==> src/core/lcd_pkg.sv <==
// Operation
// - enable sends 2^23-1 (E3) or 2^15-1 sequence
// - enable also arms receive checker
// - checker in sync drives violation output low
// - out of sync: loss flag set, output high
// - insert bit adds exactly one error
// - each error detected while in sync pulses output one cycle
// - error inserted only on zero-to-one write
// - sequence test forces single-rail operation
// - three loopbacks chosen by two select bits
// - analog loop routes transmit line to receive
// - analog loop keeps driving line outputs
// - analog loop ignores external receive line
// - digital loop presents transmit inputs on receive
// - remote loop returns receive data to transmit
// - remote loop still drives receive rails
// - remote loop ignores transmit rail inputs
// - all-ones bit sends AMI all-ones pattern
// - all-ones clocked at transmit clock rate
// - all-ones void in analog or remote loop
package lcd_pkg;
  // ****************************************************************
  // register map
  // ****************************************************************
  localparam logic [7:0] LCD_CTRL_ADDR   = 8'h00;
  localparam logic [7:0] LCD_STATUS_ADDR = 8'h04;
  localparam logic [7:0] LCD_ERRCNT_ADDR = 8'h08;
  localparam int LCD_BIT_SEQ_EN    = 0;
  localparam int LCD_BIT_ERR_INS   = 1;
  localparam int LCD_BIT_ALL_ONES  = 2;
  localparam int LCD_BIT_LOCAL     = 3;
  localparam int LCD_BIT_REMOTE    = 4;
  localparam int LCD_BIT_RATE_E3   = 5;
  localparam int LCD_BIT_DUAL_RAIL = 6;
  localparam logic [6:0] LCD_CTRL_RESET = 7'h00;
  localparam int LCD_SYNC_COUNT = 24;
  localparam logic [22:0] LCD_GEN_SEED = 23'h7FFFFF;
  localparam logic [1:0] LCD_RESP_OKAY   = 2'h0;
  localparam logic [1:0] LCD_RESP_SLVERR = 2'h2;
  typedef enum logic [1:0] {LCD_LOOP_NONE, LCD_LOOP_ANALOG, LCD_LOOP_DIGITAL,
                            LCD_LOOP_REMOTE} lcd_loop_t;
endpackage

==> src/core/lcd_top.sv <==
// Chosen here: the AXI4-Lite register port and the register offsets.
`timescale 1ns/1ps
`default_nettype none
module lcd_top (
  input  wire logic        aclk,
  input  wire logic        aresetn,
  input  wire logic [7:0]  s_axi_awaddr,
  input  wire logic        s_axi_awvalid,
  output logic             s_axi_awready,
  input  wire logic [31:0] s_axi_wdata,
  input  wire logic [3:0]  s_axi_wstrb,
  input  wire logic        s_axi_wvalid,
  output logic             s_axi_wready,
  output logic [1:0]       s_axi_bresp,
  output logic             s_axi_bvalid,
  input  wire logic        s_axi_bready,
  input  wire logic [7:0]  s_axi_araddr,
  input  wire logic        s_axi_arvalid,
  output logic             s_axi_arready,
  output logic [31:0]      s_axi_rdata,
  output logic [1:0]       s_axi_rresp,
  output logic             s_axi_rvalid,
  input  wire logic        s_axi_rready,
  input  wire logic        tx_clock_in,
  input  wire logic        tx_pos_rail,
  input  wire logic        tx_neg_rail,
  output logic             tx_line_pos,
  output logic             tx_line_neg,
  input  wire logic        rx_line_pos,
  input  wire logic        rx_line_neg,
  output logic             rx_clock_out,
  output logic             rx_pos_rail,
  output logic             rx_neg_violation_out
);
  import lcd_pkg::*;

  typedef struct packed {
    logic [2:0]  s_tx_clk;
    logic [2:0]  s_tx_pos;
    logic [2:0]  s_tx_neg;
    logic [2:0]  s_rx_pos;
    logic [2:0]  s_rx_neg;
    logic        aw_hold;
    logic [7:0]  aw_addr;
    logic        w_hold;
    logic [31:0] w_data;
    logic        bvalid;
    logic        rvalid;
    logic [31:0] rdata;
    logic [1:0]  rresp;
    logic [1:0]  bresp;
    logic [6:0]  ctrl;
    logic        ins_prev;
    logic        ins_pending;
    logic [22:0] gen;
    logic [22:0] chk;
    logic [5:0]  good_run;
    logic        in_sync;
    logic        err_pulse;
    logic [15:0] err_count;
    logic        ones_phase;
    logic        rx_clk;
    logic        rx_pos;
    logic        rx_neg;
    logic        line_pos;
    logic        line_neg;
  } lcd_state_t;

  lcd_state_t state;
  lcd_state_t next_state;

  lcd_loop_t loop_mode;
  logic      seq_test_enable;
  logic      seq_error_insert;
  logic      all_ones_transmit;
  logic      seq_loss_of_sync;
  logic      tx_edge;
  logic      rx_edge;
  logic      gen_fb;
  logic      gen_bit;
  logic      chk_fb;
  logic      rx_bit;
  logic      src_pos;
  logic      src_neg;
  logic      wr_fire;
  logic      rd_fire;

  assign seq_test_enable   = state.ctrl[LCD_BIT_SEQ_EN];
  assign seq_error_insert  = state.ctrl[LCD_BIT_ERR_INS];
  assign all_ones_transmit = state.ctrl[LCD_BIT_ALL_ONES];
  assign seq_loss_of_sync  = seq_test_enable & ~state.in_sync;

  // ****************************************************************
  // loop select decode
  // ****************************************************************
  always_comb
  begin
    case ({state.ctrl[LCD_BIT_REMOTE], state.ctrl[LCD_BIT_LOCAL]})
      2'b00:   loop_mode = LCD_LOOP_NONE;
      2'b01:   loop_mode = LCD_LOOP_DIGITAL;
      2'b10:   loop_mode = LCD_LOOP_REMOTE;
      2'b11:   loop_mode = LCD_LOOP_ANALOG;
      default: loop_mode = LCD_LOOP_NONE;
    endcase
  end

  // transmit timing is the receive clock during remote loop
  assign tx_edge = (loop_mode == LCD_LOOP_REMOTE) ? rx_edge
                   : (state.s_tx_clk[1] & ~state.s_tx_clk[2]);
  // receive timing follows the transmit clock: loop data recovered on transmit edge
  assign rx_edge = (loop_mode == LCD_LOOP_NONE || loop_mode == LCD_LOOP_REMOTE)
                   ? (state.s_tx_clk[1] & ~state.s_tx_clk[2]) : 1'b0;

  // ****************************************************************
  // sequence generator and checker taps
  // ****************************************************************
  always_comb
  begin
    if (state.ctrl[LCD_BIT_RATE_E3])
    begin
      gen_fb = state.gen[22] ^ state.gen[17];
      chk_fb = state.chk[22] ^ state.chk[17];
    end
    else
    begin
      gen_fb = state.gen[14] ^ state.gen[13];
      chk_fb = state.chk[14] ^ state.chk[13];
    end
  end

  assign gen_bit = gen_fb ^ state.ins_pending;
  assign rx_bit  = state.rx_pos | state.rx_neg;

  // line source selection
  always_comb
  begin
    if (loop_mode == LCD_LOOP_REMOTE)
    begin
      src_pos = state.s_rx_pos[1];
      src_neg = state.s_rx_neg[1];
    end
    else if (all_ones_transmit && loop_mode != LCD_LOOP_ANALOG)
    begin
      src_pos = ~state.ones_phase;
      src_neg = state.ones_phase;
    end
    else if (seq_test_enable)
    begin
      src_pos = gen_bit;
      src_neg = 1'b0;
    end
    else if (state.ctrl[LCD_BIT_DUAL_RAIL])
    begin
      src_pos = state.s_tx_pos[1];
      src_neg = state.s_tx_neg[1];
    end
    else
    begin
      src_pos = state.s_tx_pos[1];
      src_neg = 1'b0;
    end
  end

  assign wr_fire = state.aw_hold & state.w_hold & ~state.bvalid;
  assign rd_fire = s_axi_arvalid & ~state.rvalid;

  always_comb
  begin
    next_state = state;
    next_state.s_tx_clk = {state.s_tx_clk[1:0], tx_clock_in};
    next_state.s_tx_pos = {state.s_tx_pos[1:0], tx_pos_rail};
    next_state.s_tx_neg = {state.s_tx_neg[1:0], tx_neg_rail};
    next_state.s_rx_pos = {state.s_rx_pos[1:0], rx_line_pos};
    next_state.s_rx_neg = {state.s_rx_neg[1:0], rx_line_neg};

    // ****************************************************************
    // axi4-lite slave
    // ****************************************************************
    if (s_axi_awvalid && !state.aw_hold)
    begin
      next_state.aw_hold = 1'b1;
      next_state.aw_addr = s_axi_awaddr;
    end
    if (s_axi_wvalid && !state.w_hold)
    begin
      next_state.w_hold = 1'b1;
      next_state.w_data = s_axi_wdata;
      if (!s_axi_wstrb[0])
        next_state.w_data[7:0] = {1'b0, state.ctrl};
    end
    if (wr_fire)
    begin
      next_state.aw_hold = 1'b0;
      next_state.w_hold  = 1'b0;
      next_state.bvalid  = 1'b1;
      next_state.bresp   = LCD_RESP_SLVERR;
      if (state.aw_addr == LCD_CTRL_ADDR)
      begin
        next_state.ctrl  = next_state.w_data[6:0];
        next_state.bresp = LCD_RESP_OKAY;
      end
      else if (state.aw_addr == LCD_STATUS_ADDR || state.aw_addr == LCD_ERRCNT_ADDR)
        next_state.bresp = LCD_RESP_OKAY;
    end
    if (state.bvalid && s_axi_bready)
      next_state.bvalid = 1'b0;
    if (rd_fire)
    begin
      next_state.rvalid = 1'b1;
      next_state.rresp  = LCD_RESP_OKAY;
      case (s_axi_araddr)
        LCD_CTRL_ADDR:   next_state.rdata = {25'h0000000, state.ctrl};
        LCD_STATUS_ADDR: next_state.rdata = {30'h00000000, state.in_sync,
                                             seq_loss_of_sync};
        LCD_ERRCNT_ADDR: next_state.rdata = {16'h0000, state.err_count};
        default:
        begin
          next_state.rdata = 32'h00000000;
          next_state.rresp = LCD_RESP_SLVERR;
        end
      endcase
    end
    if (state.rvalid && s_axi_rready)
      next_state.rvalid = 1'b0;

    // ****************************************************************
    // single error insertion
    // ****************************************************************
    next_state.ins_prev = seq_error_insert;
    if (seq_test_enable && seq_error_insert && !state.ins_prev)
      next_state.ins_pending = 1'b1;
    if (!seq_test_enable)
      next_state.ins_pending = 1'b0;

    // ****************************************************************
    // transmit path
    // ****************************************************************
    if (tx_edge)
    begin
      if (seq_test_enable)
      begin
        next_state.gen = {state.gen[21:0], gen_fb};
        if (state.ins_pending && !(seq_error_insert && !state.ins_prev))
          next_state.ins_pending = 1'b0;
      end
      next_state.ones_phase = ~state.ones_phase;
      next_state.line_pos = src_pos;
      next_state.line_neg = src_neg;
    end

    // ****************************************************************
    // receive path
    // ****************************************************************
    next_state.err_pulse = 1'b0;
    case (loop_mode)
      LCD_LOOP_ANALOG:
      begin
        next_state.rx_clk = state.s_tx_clk[1];
        if (tx_edge)
        begin
          next_state.rx_pos = src_pos;
          next_state.rx_neg = src_neg;
        end
      end
      LCD_LOOP_DIGITAL:
      begin
        next_state.rx_clk = state.s_tx_clk[1];
        next_state.rx_pos = state.s_tx_pos[1];
        next_state.rx_neg = state.s_tx_neg[1];
      end
      default:
      begin
        next_state.rx_clk = state.s_tx_clk[1];
        if (rx_edge)
        begin
          next_state.rx_pos = state.s_rx_pos[1];
          next_state.rx_neg = state.s_rx_neg[1];
        end
      end
    endcase

    // checker updates on each fresh receive bit
    if (seq_test_enable && (tx_edge || rx_edge))
    begin
      // free-runs once locked, so one line error gives one pulse
      next_state.chk = {state.chk[21:0], state.in_sync ? chk_fb : rx_bit};
      if (rx_bit != chk_fb)
      begin
        next_state.good_run = 6'h00;
        if (state.in_sync)
        begin
          next_state.err_pulse = 1'b1;
          next_state.err_count = state.err_count + 16'h0001;
        end
        if (state.good_run == 6'h00)
          next_state.in_sync = 1'b0;
      end
      else if (state.good_run < 6'(LCD_SYNC_COUNT))
        next_state.good_run = state.good_run + 6'h01;
      else
        next_state.in_sync = 1'b1;
    end
    if (!seq_test_enable)
    begin
      next_state.in_sync  = 1'b0;
      next_state.good_run = 6'h00;
    end
  end

  always_ff @(posedge aclk)
  begin
    if (!aresetn)
    begin
      state      <= '0;
      state.ctrl <= LCD_CTRL_RESET;
      state.gen  <= LCD_GEN_SEED;
    end
    else
      state <= next_state;
  end

  // ****************************************************************
  // outputs
  // ****************************************************************
  assign s_axi_awready = ~state.aw_hold;
  assign s_axi_wready  = ~state.w_hold;
  assign s_axi_bvalid  = state.bvalid;
  assign s_axi_bresp   = state.bresp;
  assign s_axi_arready = ~state.rvalid;
  assign s_axi_rvalid  = state.rvalid;
  assign s_axi_rdata   = state.rdata;
  assign s_axi_rresp   = state.rresp;
  assign tx_line_pos   = state.line_pos;
  assign tx_line_neg   = state.line_neg;
  assign rx_clock_out  = state.rx_clk;
  assign rx_pos_rail   = state.rx_pos;
  // violation output: sync state plus error pulses in test mode
  assign rx_neg_violation_out = seq_test_enable
                                ? (~state.in_sync | state.err_pulse)
                                : state.rx_neg;
endmodule
`default_nettype wire

==> config.mk <==
export PLATFORM = sky130hd
export DESIGN_NAME = lcd_top
export DESIGN_NICKNAME = d
export VERILOG_FILES = /design/src/core/lcd_pkg.sv /design/src/core/lcd_top.sv
export SDC_FILE = /design/constraint.sdc
export NUM_CORES = 1
export LEC_CHECK = 0
export ABC_AREA = 1
export ABC_CLOCK_PERIOD_IN_PS = 3100
export BUFFER_PORTS_ARGS = -buffer_cell sky130_fd_sc_hd__buf_4
export CORE_ASPECT_RATIO = 1.25
export CORE_MARGIN = 10
export CORE_UTILIZATION = 60
export DETAILED_ROUTE_END_ITERATION = 7
export MAX_ROUTING_LAYER = met4
export PLACE_DENSITY_LB_ADDON = 0.05
export RECOVER_POWER = 100
export SYNTH_ARGS = -nofsm -noshare
export SYNTH_HDL_FRONTEND = slang
export SYNTH_SLANG_ARGS = --single-unit
==> constraint.sdc <==
create_clock -name aclk -period 3.1 [get_ports aclk]
set_clock_uncertainty 0.1 [all_clocks]
set_input_delay 0.465 -clock aclk [delete_from_list [all_inputs] [get_ports aclk]]
set_output_delay 0.465 -clock aclk [all_outputs]
set_load 0.1 [all_outputs]
Word level (Yosys, flattened, before mapping). Cells that the tools add are included.

Register bits: 151. Input port bits: 64. Word-level logic and storage cells: 136.

Add/subtract/negate cells: 2. Magnitude comparators: 1. Equality and inequality tests: 15. Muxes and demuxes: 33. Bitwise logic cells: 20. Reductions and logical operators: 36.

Operators with widths (number): $mux 24 (2); $pmux 16 s3 (1); $mux 7 (3); $mux 1 (18); $mux 17 (1); $add 16x1->16 const B (1); $eq 8x3->1 const B (2); $eq 8x4->1 const B (2); $logic_not 8->1 (2); $logic_and 1x1->1 (10); $mux 2 (5); $reduce_and 2->1 (5); $reduce_and 3->1 (3); $eq 2x2->1 const B (4); $not 1->1 (8); $pmux 2 s4 (1); $add 6x1->6 const B (1); $logic_not 6->1 (1); $lt 6x5->1 const B (1); $mux 6 (1); $reduce_or 2->1 (3); $and 1x1->1 (5); $xor 1x1->1 (5); $eq 2x1->1 const B (2); other kinds (11) (20).

Logic depth before layout (Yosys ltp). Gate-level depths: netlist of run 1.

Depth after elaboration: 9. Depth in mapped cells: 11. Depth with buffers taken out: 11.

Worst setup path after synthesis of run 1. OpenSTA, ideal clock, no wires.

Kind: register to output. Start point: reg state, in the netlist seq_test_enable. End point: out rx_neg_violation_out. Arrival time: 2.548 ns. Data required time: 2.535 ns. Path slack: -0.013 ns. Stages on the path, launching flop included: 3. Path buffers: 1. Cells stage by stage: dfxtp_1 buf_2 o21ai_0.

Word-level cells in the longest chain between the ends: 1.

RTL lines: from (decl) (RTL line lcd_top.sv:69) `lcd_state_t state;`; from (signal assigned) (RTL line lcd_top.sv:319) `state <= next_state;`; $mux 1 (RTL line lcd_top.sv:339) `? (~state.in_sync | state.err_pulse)`; to (decl) (RTL line lcd_top.sv:33) `output logic rx_neg_violation_out`.

Every way passes these cells.

Final worst setup path of run 1. Ends and elaborated chain as after synthesis.

==> results of run 1 <==
-- tightest hold or removal path, stage by stage --
cell,delay [ns]
buf_4,0.07
nand2_1,0.04
inv_1,0.04
-- Yosys cell counts, types with 2 or more instances --
| master | number |
|---|---|
| inv_1 | 78 |
| o211ai_1 | 10 |
| dfxtp_1 | 132 |
| xnor2_1 | 2 |
| clkinv_1 | 2 |
| nor2_1 | 54 |
| nand2_2 | 13 |
| o21ai_0 | 46 |
| xor2_1 | 14 |
| buf_2 | 11 |
| a211oi_1 | 2 |
| nand3_1 | 57 |
| nand2_1 | 204 |
| inv_2 | 2 |
| nand3_2 | 2 |
| nor3_1 | 11 |
| nand4_1 | 5 |
| buf_4 | 37 |
| clkbuf_1 | 18 |
| a21oi_1 | 70 |
| ha_1 | 3 |
| a21oi_2 | 10 |
-- power by group --
group	internal (mW)	switching [mW]	leakage [nW]	total, mW
combinational	0.0688	0.282	1.46	0.351
clock	1.15	0.688	0.264	1.84
sequential	1.73	0.0179	1.07	1.75
-- metal layers --
metal | global-route usage, % | vias to the layer above | wire length (µm)
li1 | - | 2569 | -
met3 | 4.704 | 21 | 619
met1 | 20.19 | 2252 | 5284
met5 | - | - | 0
met2 | 32.40 | 116 | 6452
met4 | 8.159 | 0 | 212
-- flip-flops by register name, summed over array words and instances, names as in the netlist --
register / flops
rx_pos_rail: 1
s_axi_rresp: 1
s_axi_rvalid: 1
next_state: 11
s_axi_bresp: 1
tx_line_neg: 1
s_axi_bvalid: 1
seq_test_enable: 1
s_axi_rdata: 16
tx_line_pos: 1
state: 96
all_ones_transmit: 1
-- metrics by stage --
| stage | utilization, % | hold WS, ns | power (mW) |
|---|---|---|---|
| final | 68.72 | 0.1333 | 3.943 |
| after global placement | 64.58 | 0.2991 | 2.140 |
| after floorplan | - | 0.2905 | 2.085 |
| after CTS | 70.38 | 0.1151 | 3.992 |
| after detailed placement | 64.58 | 0.3042 | 2.148 |
| after global routing | 68.72 | 0.1393 | 4.077 |
-- worst paths after layout --
| check | end | from | cells after the start | slack, ns |
|---|---|---|---|---|
| worst max register to register | state[83] | state[155] | 6 | 0.84 |
| worst min-delay path | next_state[178] | tx_clock_in | 3 | 0.13 |
| worst max-delay path | rx_neg_violation_out | seq_test_enable | 3 | 0.78 |
| worst min register to register | next_state[179] | next_state[178] | 2 | 0.31 |
-- layout by cell type (no fill, tap or decap) --
cell type | synthesis | routed
a31oi_1 | 1 | 1
o21a_1 | 1 | 1
clkinvlp_4 | 0 | 4
clkbuf_2 | 0 | 2
ha_1 | 3 | 3
dfxtp_1 | 132 | 132
clkbuf_8 | 0 | 3
clkinv_2 | 0 | 4
inv_1 | 78 | 80
nand2_1 | 204 | 213
buf_4 | 37 | 36
xnor2_1 | 2 | 2
o21ai_1 | 0 | 1
nor2_1 | 54 | 56
o211ai_1 | 10 | 10
nor3_1 | 11 | 12
bufinv_16 | 0 | 1
nand3b_1 | 1 | 1
a221oi_1 | 1 | 1
clkinv_1 | 2 | 2
o21ai_0 | 46 | 45
nand4_1 | 5 | 5
a21oi_1 | 70 | 71
conb_1 | 1 | 18
xor2_1 | 14 | 14
clkbuf_1 | 18 | 32
nand3_4 | 1 | 1
nand3_1 | 57 | 57
nand2_2 | 13 | 4
clkbuf_16 | 0 | 17
o221ai_1 | 1 | 1
a211oi_1 | 2 | 2
buf_12 | 1 | 1
nand3_2 | 2 | 2
inv_4 | 1 | 1
a21oi_2 | 10 | 9
-- final cells by class --
cell class                 count  area, µm²
clock inverter                 9      80.08
tap                          126      157.7
clock buffer                  22      474.2
multi-input combinational    530       2487
fill                         839       2990
timing repair buffer          69      412.9
inverter                      83      314.1
sequential                   132       2643
-- cells by family (layout without fill, tap and decap cells) --
| logic type | count (synthesis) | after routing | share of synthesized area [%] |
|---|---|---|---|
| other | 1 | 18 | 0.06403 |
| adder cells (fa/ha/maj) | 3 | 3 | 0.6410 |
| AND/OR/NAND/NOR | 351 | 351 | 25.51 |
| buffers and inverters | 152 | 183 | 12.80 |
| AO/OA/AOI/OAI | 142 | 142 | 13.48 |
| flip-flops | 132 | 132 | 45.12 |
| XOR/XNOR | 16 | 16 | 2.393 |
==> impl_metrics.tcl, run 1 <==
set metrics [dict create \
    setup_ws_ns 0.7791 \
    row_count 40 \
    synth_edf_count 0 \
    synthFlopType "dfxtp_1" \
    ys_ff_latch 132 \
    avgViaCountPerCell 5.106 \
    hpwl_um 8773 \
    drive_above_1_share_pct 10.06 \
    wire_per_inst_um 12.94 \
    drcViolationCount 0 \
    layout_min_cycle_time_ns 2.321 \
    cp_top_family "flip-flops" \
    synthDistinctLibCells 36 \
    first_global_vias 4797 \
    clock_tree.root_cell "clkbuf_16" \
    yosysWarnings 0 \
    syn_area_per_cell_um2 7.349 \
    diodes 0 \
    die-height_um 130.5 \
    drtIter0Drc 239 \
    dp_slack_ns 1.128 \
    clockBufferDepth 2 \
    path_clk_slew_ns 0.05 \
    finalCritPeriodShare_pct 74.87 \
    cts_sinks 132 \
    postSynth.asyncResetShare_pct 0 \
    antenna_left 0 \
    htree_levels 4 \
    grt_max_degree 61 \
    postCtsHoldBufs 0 \
    path_class "register to output port" \
    setup.worst_path.start_class "register" \
    maxCapViolCount 1 \
    die_x_um 108.4 \
    critPathMaxStageDelay_ns 0.52 \
    fp.dieArea_um2 14140 \
    status "finished with violations" \
    cts_resized 0 \
    netlist_area_um2 5857 \
    antenna_found_initial 0 \
    violations "capacitance limit, slew limit" \
    fmaxAchievable_mhz 430.9 \
    post_cts_buffers 0 \
    grt_pass1_wl_um 21330 \
    cp_max_fo 9 \
    rsz0062_at_grt "no" \
    synth_top_area_share_pct 45.12 \
    irDropWorstVdd_mv 0.4327 \
    cp-end-kind "output port" \
    firstDrtPassIters 5 \
    finalSetupViolCount 0 \
    finalWirelength_um 12570 \
    crit_required_ns 2.53 \
    areaGrowthSynthToFinish_pct 12.16 \
    final_cell_area_um2 6569 \
    overflow 0 \
    synth_area_leader_cell "dfxtp_1" \
    hold_viol 0 \
    setup_tns_ns 0 \
    core_area_um2 9559 \
    vias 4958 \
    gp_congestion 0.9549 \
    port_buffers 63 \
    relSlewSlack_pct -13.71 \
    finalMaxSlewViolations 46 \
    path_cells "o21ai_0 -> o21ai_1 -> clkbuf_2" \
    synth-seq-area-share_pct 45.12 \
    cpMaxStageDelayCell "dfxtp_1" \
    arrival_ns 1.76 \
    syn_inst 797 \
    dp.cells 940 \
    fin_cells 971 \
    cts_tree "yes" \
    synth_area_leaders "dfxtp_1 (45%), nand2_1 (13%), a21oi_1 (6.0%)" \
    numCtsBuffers 17 \
    tightest_slew_ns 1.706 \
    crit_buf_inv 1 \
    nNetsFinal 900 \
    hold_path_class "primary input to register" \
    pin_count 110 \
    start_util_pct 61.27 \
    clock_latency_ns 0.41 \
    p_leak_nw 2.796 \
    grtUsageTotal_pct 18.85 \
    powerDensity_nw_per_um2 600.3 \
    post_dp_cell_area_um2 6173 \
]
Power figures use the tool's default switching activity.
==> run 2: changes to the inputs <==
ABC_CLOCK_PERIOD_IN_PS = 2020   (was 3100)
CORE_UTILIZATION = 50   (was 60)
clock period = 2.02 ns   (was 3.1 ns; I/O delays follow)
==> run 2 against run 1 <==
The flow now finishes without violations; total power increased by 68%; clock power rose by 83%; die area grew 16%; hold slack worse by 0.12 ns; design area grew 4.4%; clock-buffer cell count decreased by 3.
==> impl_metrics.tcl, run 2 (synthesis results as in run 1) <==
set metrics [dict create \
    layout_min_cycle_time_ns 1.880 \
    cp_max_fo 5 \
    arrival_ns 1.48 \
    avgViaCountPerCell 5.019 \
    clock_latency_ns 0.41 \
    hpwl_um 8944 \
    hold_depth 3 \
    powerDensity_nw_per_um2 965.2 \
    crit_required_ns 1.62 \
    rsz0062_at_grt "no" \
    port_buffers 63 \
    drcViolationCount 0 \
    gp_congestion 0.8812 \
    min_from "s_axi_awaddr[7]" \
    power_frac_seq_pct 40.6 \
    switching_share_pct 23.93 \
    setup_tns_ns 0 \
    areaGrowthSynthToFinish_pct 17.09 \
    nNetsFinal 914 \
    hold_path_class "primary input to register" \
    internal_power_mw 5.035 \
    whs_endpoint "state[163]" \
    tightest_slew_ns 0.8106 \
    worstReg2RegEnd "state[25]" \
    firstDrtPassIters 4 \
    crit-reg2reg-launch "state[83]" \
    htree_levels 4 \
    finalMaxSlewViolations 0 \
    largest_reg_flops 96 \
    status "finished clean" \
    cts_tree "yes" \
    finalWirelength_um 12600 \
    wire_per_inst_um 12.64 \
    layout_commonest_cell "nand2_1" \
    first_global_vias 4875 \
    most-common-layout-cells "nand2_1 (211), dfxtp_1 (132), inv_1 (79)" \
    vias 5004 \
    maxCapViolCount 0 \
    dp.cells 960 \
    cts_sinks 132 \
    grt_pass1_wl_um 21440 \
    p_comb_share_pct 8.5 \
    irDropWorstVdd_mv 0.5764 \
    fp.dieArea_um2 16470 \
    hold_viol 0 \
    finalCritPeriodShare_pct 93.06 \
    antenna_found_initial 0 \
    clock_tree.root_cell "clkbuf_16" \
    setup.worst_path.start_class "register" \
    cp-end-kind "output port" \
    clockBufferDepth 2 \
    relSlewSlack_pct 45.96 \
    finalSetupViolCount 0 \
    numCtsBuffers 17 \
    p_leak_nw 2.996 \
    fmaxAchievable_mhz 532.0 \
    worstRegToRegCells 9 \
    die_x_um 116.8 \
    top_register "state" \
    drive_above_1_share_pct 14.78 \
    path_clk_slew_ns 0.06 \
    start_util_pct 50.66 \
    p_sw_mw 1.584 \
    antenna_left 0 \
    postCtsHoldBufs 6 \
    fin_hold_ws_ns 0.01655 \
    r2r_slack_ns 0.25 \
    overflow 0 \
    pin_count 110 \
    grt_max_degree 61 \
    row_count 44 \
    core_area_um2 11560 \
    drtIter0Drc 187 \
    path_class "register to output port" \
    p_clk_share_pct 50.9 \
    die-height_um 141.0 \
    fin_cells 997 \
    diodes 0 \
    grtUsageTotal_pct 16.12 \
    cts_resized 0 \
    post_cts_buffers 0 \
]
==> run 2: final cells by class <==
type,count,area (µm²)
Tap cell,138,172.7
Clock buffer,19,452.9
Sequential cell,132,2643
Fill cell,1083,4703
Inverter,83,317.8
Timing Repair Buffer,83,564.3
Multi-Input combinational cell,530,2505
Clock inverter,12,202.7
==> run 2: per-stage QoR <==
step	cell area, µm²	setup WS (ns)	util [%]	power, mW
after floorplan	5929	0.02093	-	3.202
after global placement	6257	0.2784	54.12	3.303
after detailed placement	6257	0.2576	54.12	3.313
after CTS	6973	0.1001	60.31	6.696
after global routing	6858	0.04455	59.32	6.858
final	6858	0.1402	59.32	6.619
==> run 2: worst max-delay path by stage <==
stage	start	to	cells after the start
after floorplan	rx_pos_rail	state[24]	9
after global placement	s_axi_araddr[1]	s_axi_rdata[6]	10
after detailed placement	s_axi_araddr[5]	s_axi_rdata[6]	10
after CTS	state[23]	rx_neg_violation_out	4
after global routing	state[155]	seq_test_enable	7
final	state[23]	rx_neg_violation_out	4
==> run 2: worst max-delay path: stages, from the launching register on <==
cell     delay [ns]
dfxtp_1        0.38
inv_1          0.14
o21ai_0        0.21
o21ai_2        0.10
buf_4          0.24
==> run 2: power groups by stage <==
stage / Clock, mW / Combinational, mW / Sequential [mW]
2_1_floorplan: 0 / 0.426 / 2.78
3_3_place_gp: 0 / 0.562 / 2.74
3_5_place_dp: 0 / 0.571 / 2.74
4_1_cts: 3.43 / 0.580 / 2.69
5_1_grt: 3.56 / 0.610 / 2.69
6_report: 3.37 / 0.565 / 2.69
==> run 2: layer usage <==
metal,vias to the layer above,routed length [µm],track usage [%]
met3,21,504,4.586
met5,-,0,-
met1,2297,5329,17.04
met4,0,256,6.780
li1,2598,-,-
met2,88,6507,27.38
==> run 3: changes to the inputs <==
CORE_MARGIN = 2   (was 10)
GPL_TIMING_DRIVEN = 0   (was unset)
==> run 3 against run 2 <==
Hold slack gained 0.019 ns; cell count grew 5.2%; critical path depth grew 4; total power shrank 8.6%; combinational power grew 6.7%; fmax grew 0.27%; critical endpoint is now state[20]; largest power group unchanged.
==> impl_metrics.tcl, run 3 (synthesis results as in run 1) <==
set metrics [dict create \
    drive_above_1_share_pct 17.01 \
    wire_per_inst_um 12.96 \
    pin_count 110 \
    path_class "register to register" \
    fp.dieArea_um2 12600 \
    overflow 0 \
    p_comb_share_pct 10.0 \
    power.total_mw 6.048 \
    maxCapViolCount 0 \
    power_frac_seq_pct 44.4 \
    largest_reg_flops 96 \
    relSlewSlack_pct 54.14 \
    antenna_found_initial 0 \
    finalMaxSlewViolations 0 \
    path_clk_slew_ns 0.05 \
    diodes 0 \
    finalCritPeriodShare_pct 92.81 \
    start_util_pct 50.90 \
    arrival_ns 2.03 \
    die_x_um 100.8 \
    hpwl_um 9950 \
    grt_pass1_wl_um 22980 \
    crit_required_ns 2.18 \
    worstRegToRegCells 8 \
    layout_min_cycle_time_ns 1.875 \
    internal_power_mw 4.530 \
    grtUsageTotal_pct 23.25 \
    post_cts_buffers 0 \
    powerDensity_nw_per_um2 859.0 \
    p_sw_mw 1.517 \
    clock_latency_ns 0.40 \
    avgViaCountPerCell 4.971 \
    clockBufferDepth 2 \
    hold_depth 3 \
    p_leak_nw 3.148 \
    tightest_slew_ns 0.6879 \
    status "finished clean" \
    setup_tns_ns 0 \
    hold_viol 0 \
    most-common-layout-cells "nand2_1 (212), dfxtp_1 (132), inv_1 (79)" \
    antenna_left 0 \
    switching_share_pct 25.09 \
    fmaxAchievable_mhz 533.4 \
    die-height_um 125.0 \
    firstDrtPassIters 7 \
    fillers 1125 \
    grt_max_degree 17 \
    hold_path_class "primary input to register" \
    row_count 44 \
    vias 5215 \
    first_global_vias 5050 \
    htree_levels 4 \
    numCtsBuffers 17 \
    cts_tree "yes" \
    cp-end-kind "register" \
    cts_sinks 132 \
    nNetsFinal 969 \
    irDropWorstVdd_mv 0.6738 \
    gp_congestion 0.8771 \
    drtIter0Drc 247 \
    top_register "state" \
    areaGrowthSynthToFinish_pct 20.21 \
    cp_max_fo 10 \
    port_buffers 63 \
    layout_commonest_cell "nand2_1" \
    finalSetupViolCount 0 \
    clock_tree.root_cell "clkbuf_16" \
    finalWirelength_um 13600 \
    p_clk_share_pct 45.6 \
    setup.worst_path.start_class "register" \
    rsz0062_at_grt "no" \
    drcViolationCount 0 \
    core_area_um2 11510 \
]
run 3: worst max-delay path, stage by stage (launching register included):
cell and delay (ns):
dfxtp_1 0.51, inv_1 0.22, nand2_1 0.15, nand3_2 0.11, nand3_2 0.25, inv_4 0.09, buf_6 0.16, nand2_1 0.09
a21oi_2 0.05
run 3: worst paths after layout:
kind                                      start               to  slack, ns
worst min register to register  next_state[178]  next_state[179]       0.31
worst max-delay path                  state[83]        state[20]       0.15
worst max register to register        state[83]        state[20]       0.15
worst min-delay path            s_axi_awaddr[4]       state[160]       0.04
run 3: cell type report:
type                            instances  area (µm²)  area share [%]
Clock inverter                          6       57.56          0.8175
Buffer                                 69       419.2           5.953
Inverter                               83       317.8           4.514
Sequential cell                       132        2643           37.53
Clock buffer                           22       464.2           6.593
Multi-Input combinational cell        530        2501           35.53
Tap cell                              138       172.7           2.452
Timing Repair Buffer                   69       465.4           6.611
run 3: metrics by stage:
step                      instances  setup slack (ns)  utilization (%)  cell area, µm²  hold WS [ns]
after floorplan                 814           0.02093                -            5929        0.2905
after global placement         1015            0.2218            57.14            6575        0.2990
after global routing           1049           0.01797            61.19            7041       0.04042
after detailed placement       1015            0.1830            57.14            6575        0.3011
final                          1049            0.1452            61.19            7041       0.03506
after CTS                      1049           0.07592            62.20            7157       0.02266
run 3: routing by layer:
| layer | up-vias | track usage [%] | part of all wire (%) |
|---|---|---|---|
| met5 | - | - | 0 |
| met4 | 0 | 6.446 | 1.3 |
| met3 | 16 | 4.360 | 3.9 |
| met2 | 113 | 40.71 | 52 |
| met1 | 2381 | 26.86 | 43 |
| li1 | 2705 | - | - |
run 3: repair_timing:
item | in CTS | in global routing
endpoints found under the hold margin | 6 | 0
hold buffers | 6 | 0
resized for setup | 0 | 1
endpoints found under the setup margin | 0 | 1
run 3: power by group through the flow:
stage                     clock network, mW  registers (mW)  logic [mW]
after global placement                    0            2.74       0.597
after CTS                              2.80            2.69       0.616
final                                  2.76            2.69       0.603
after global routing                   2.91            2.69       0.650
after detailed placement                  0            2.74       0.605
after floorplan                           0            2.78       0.426
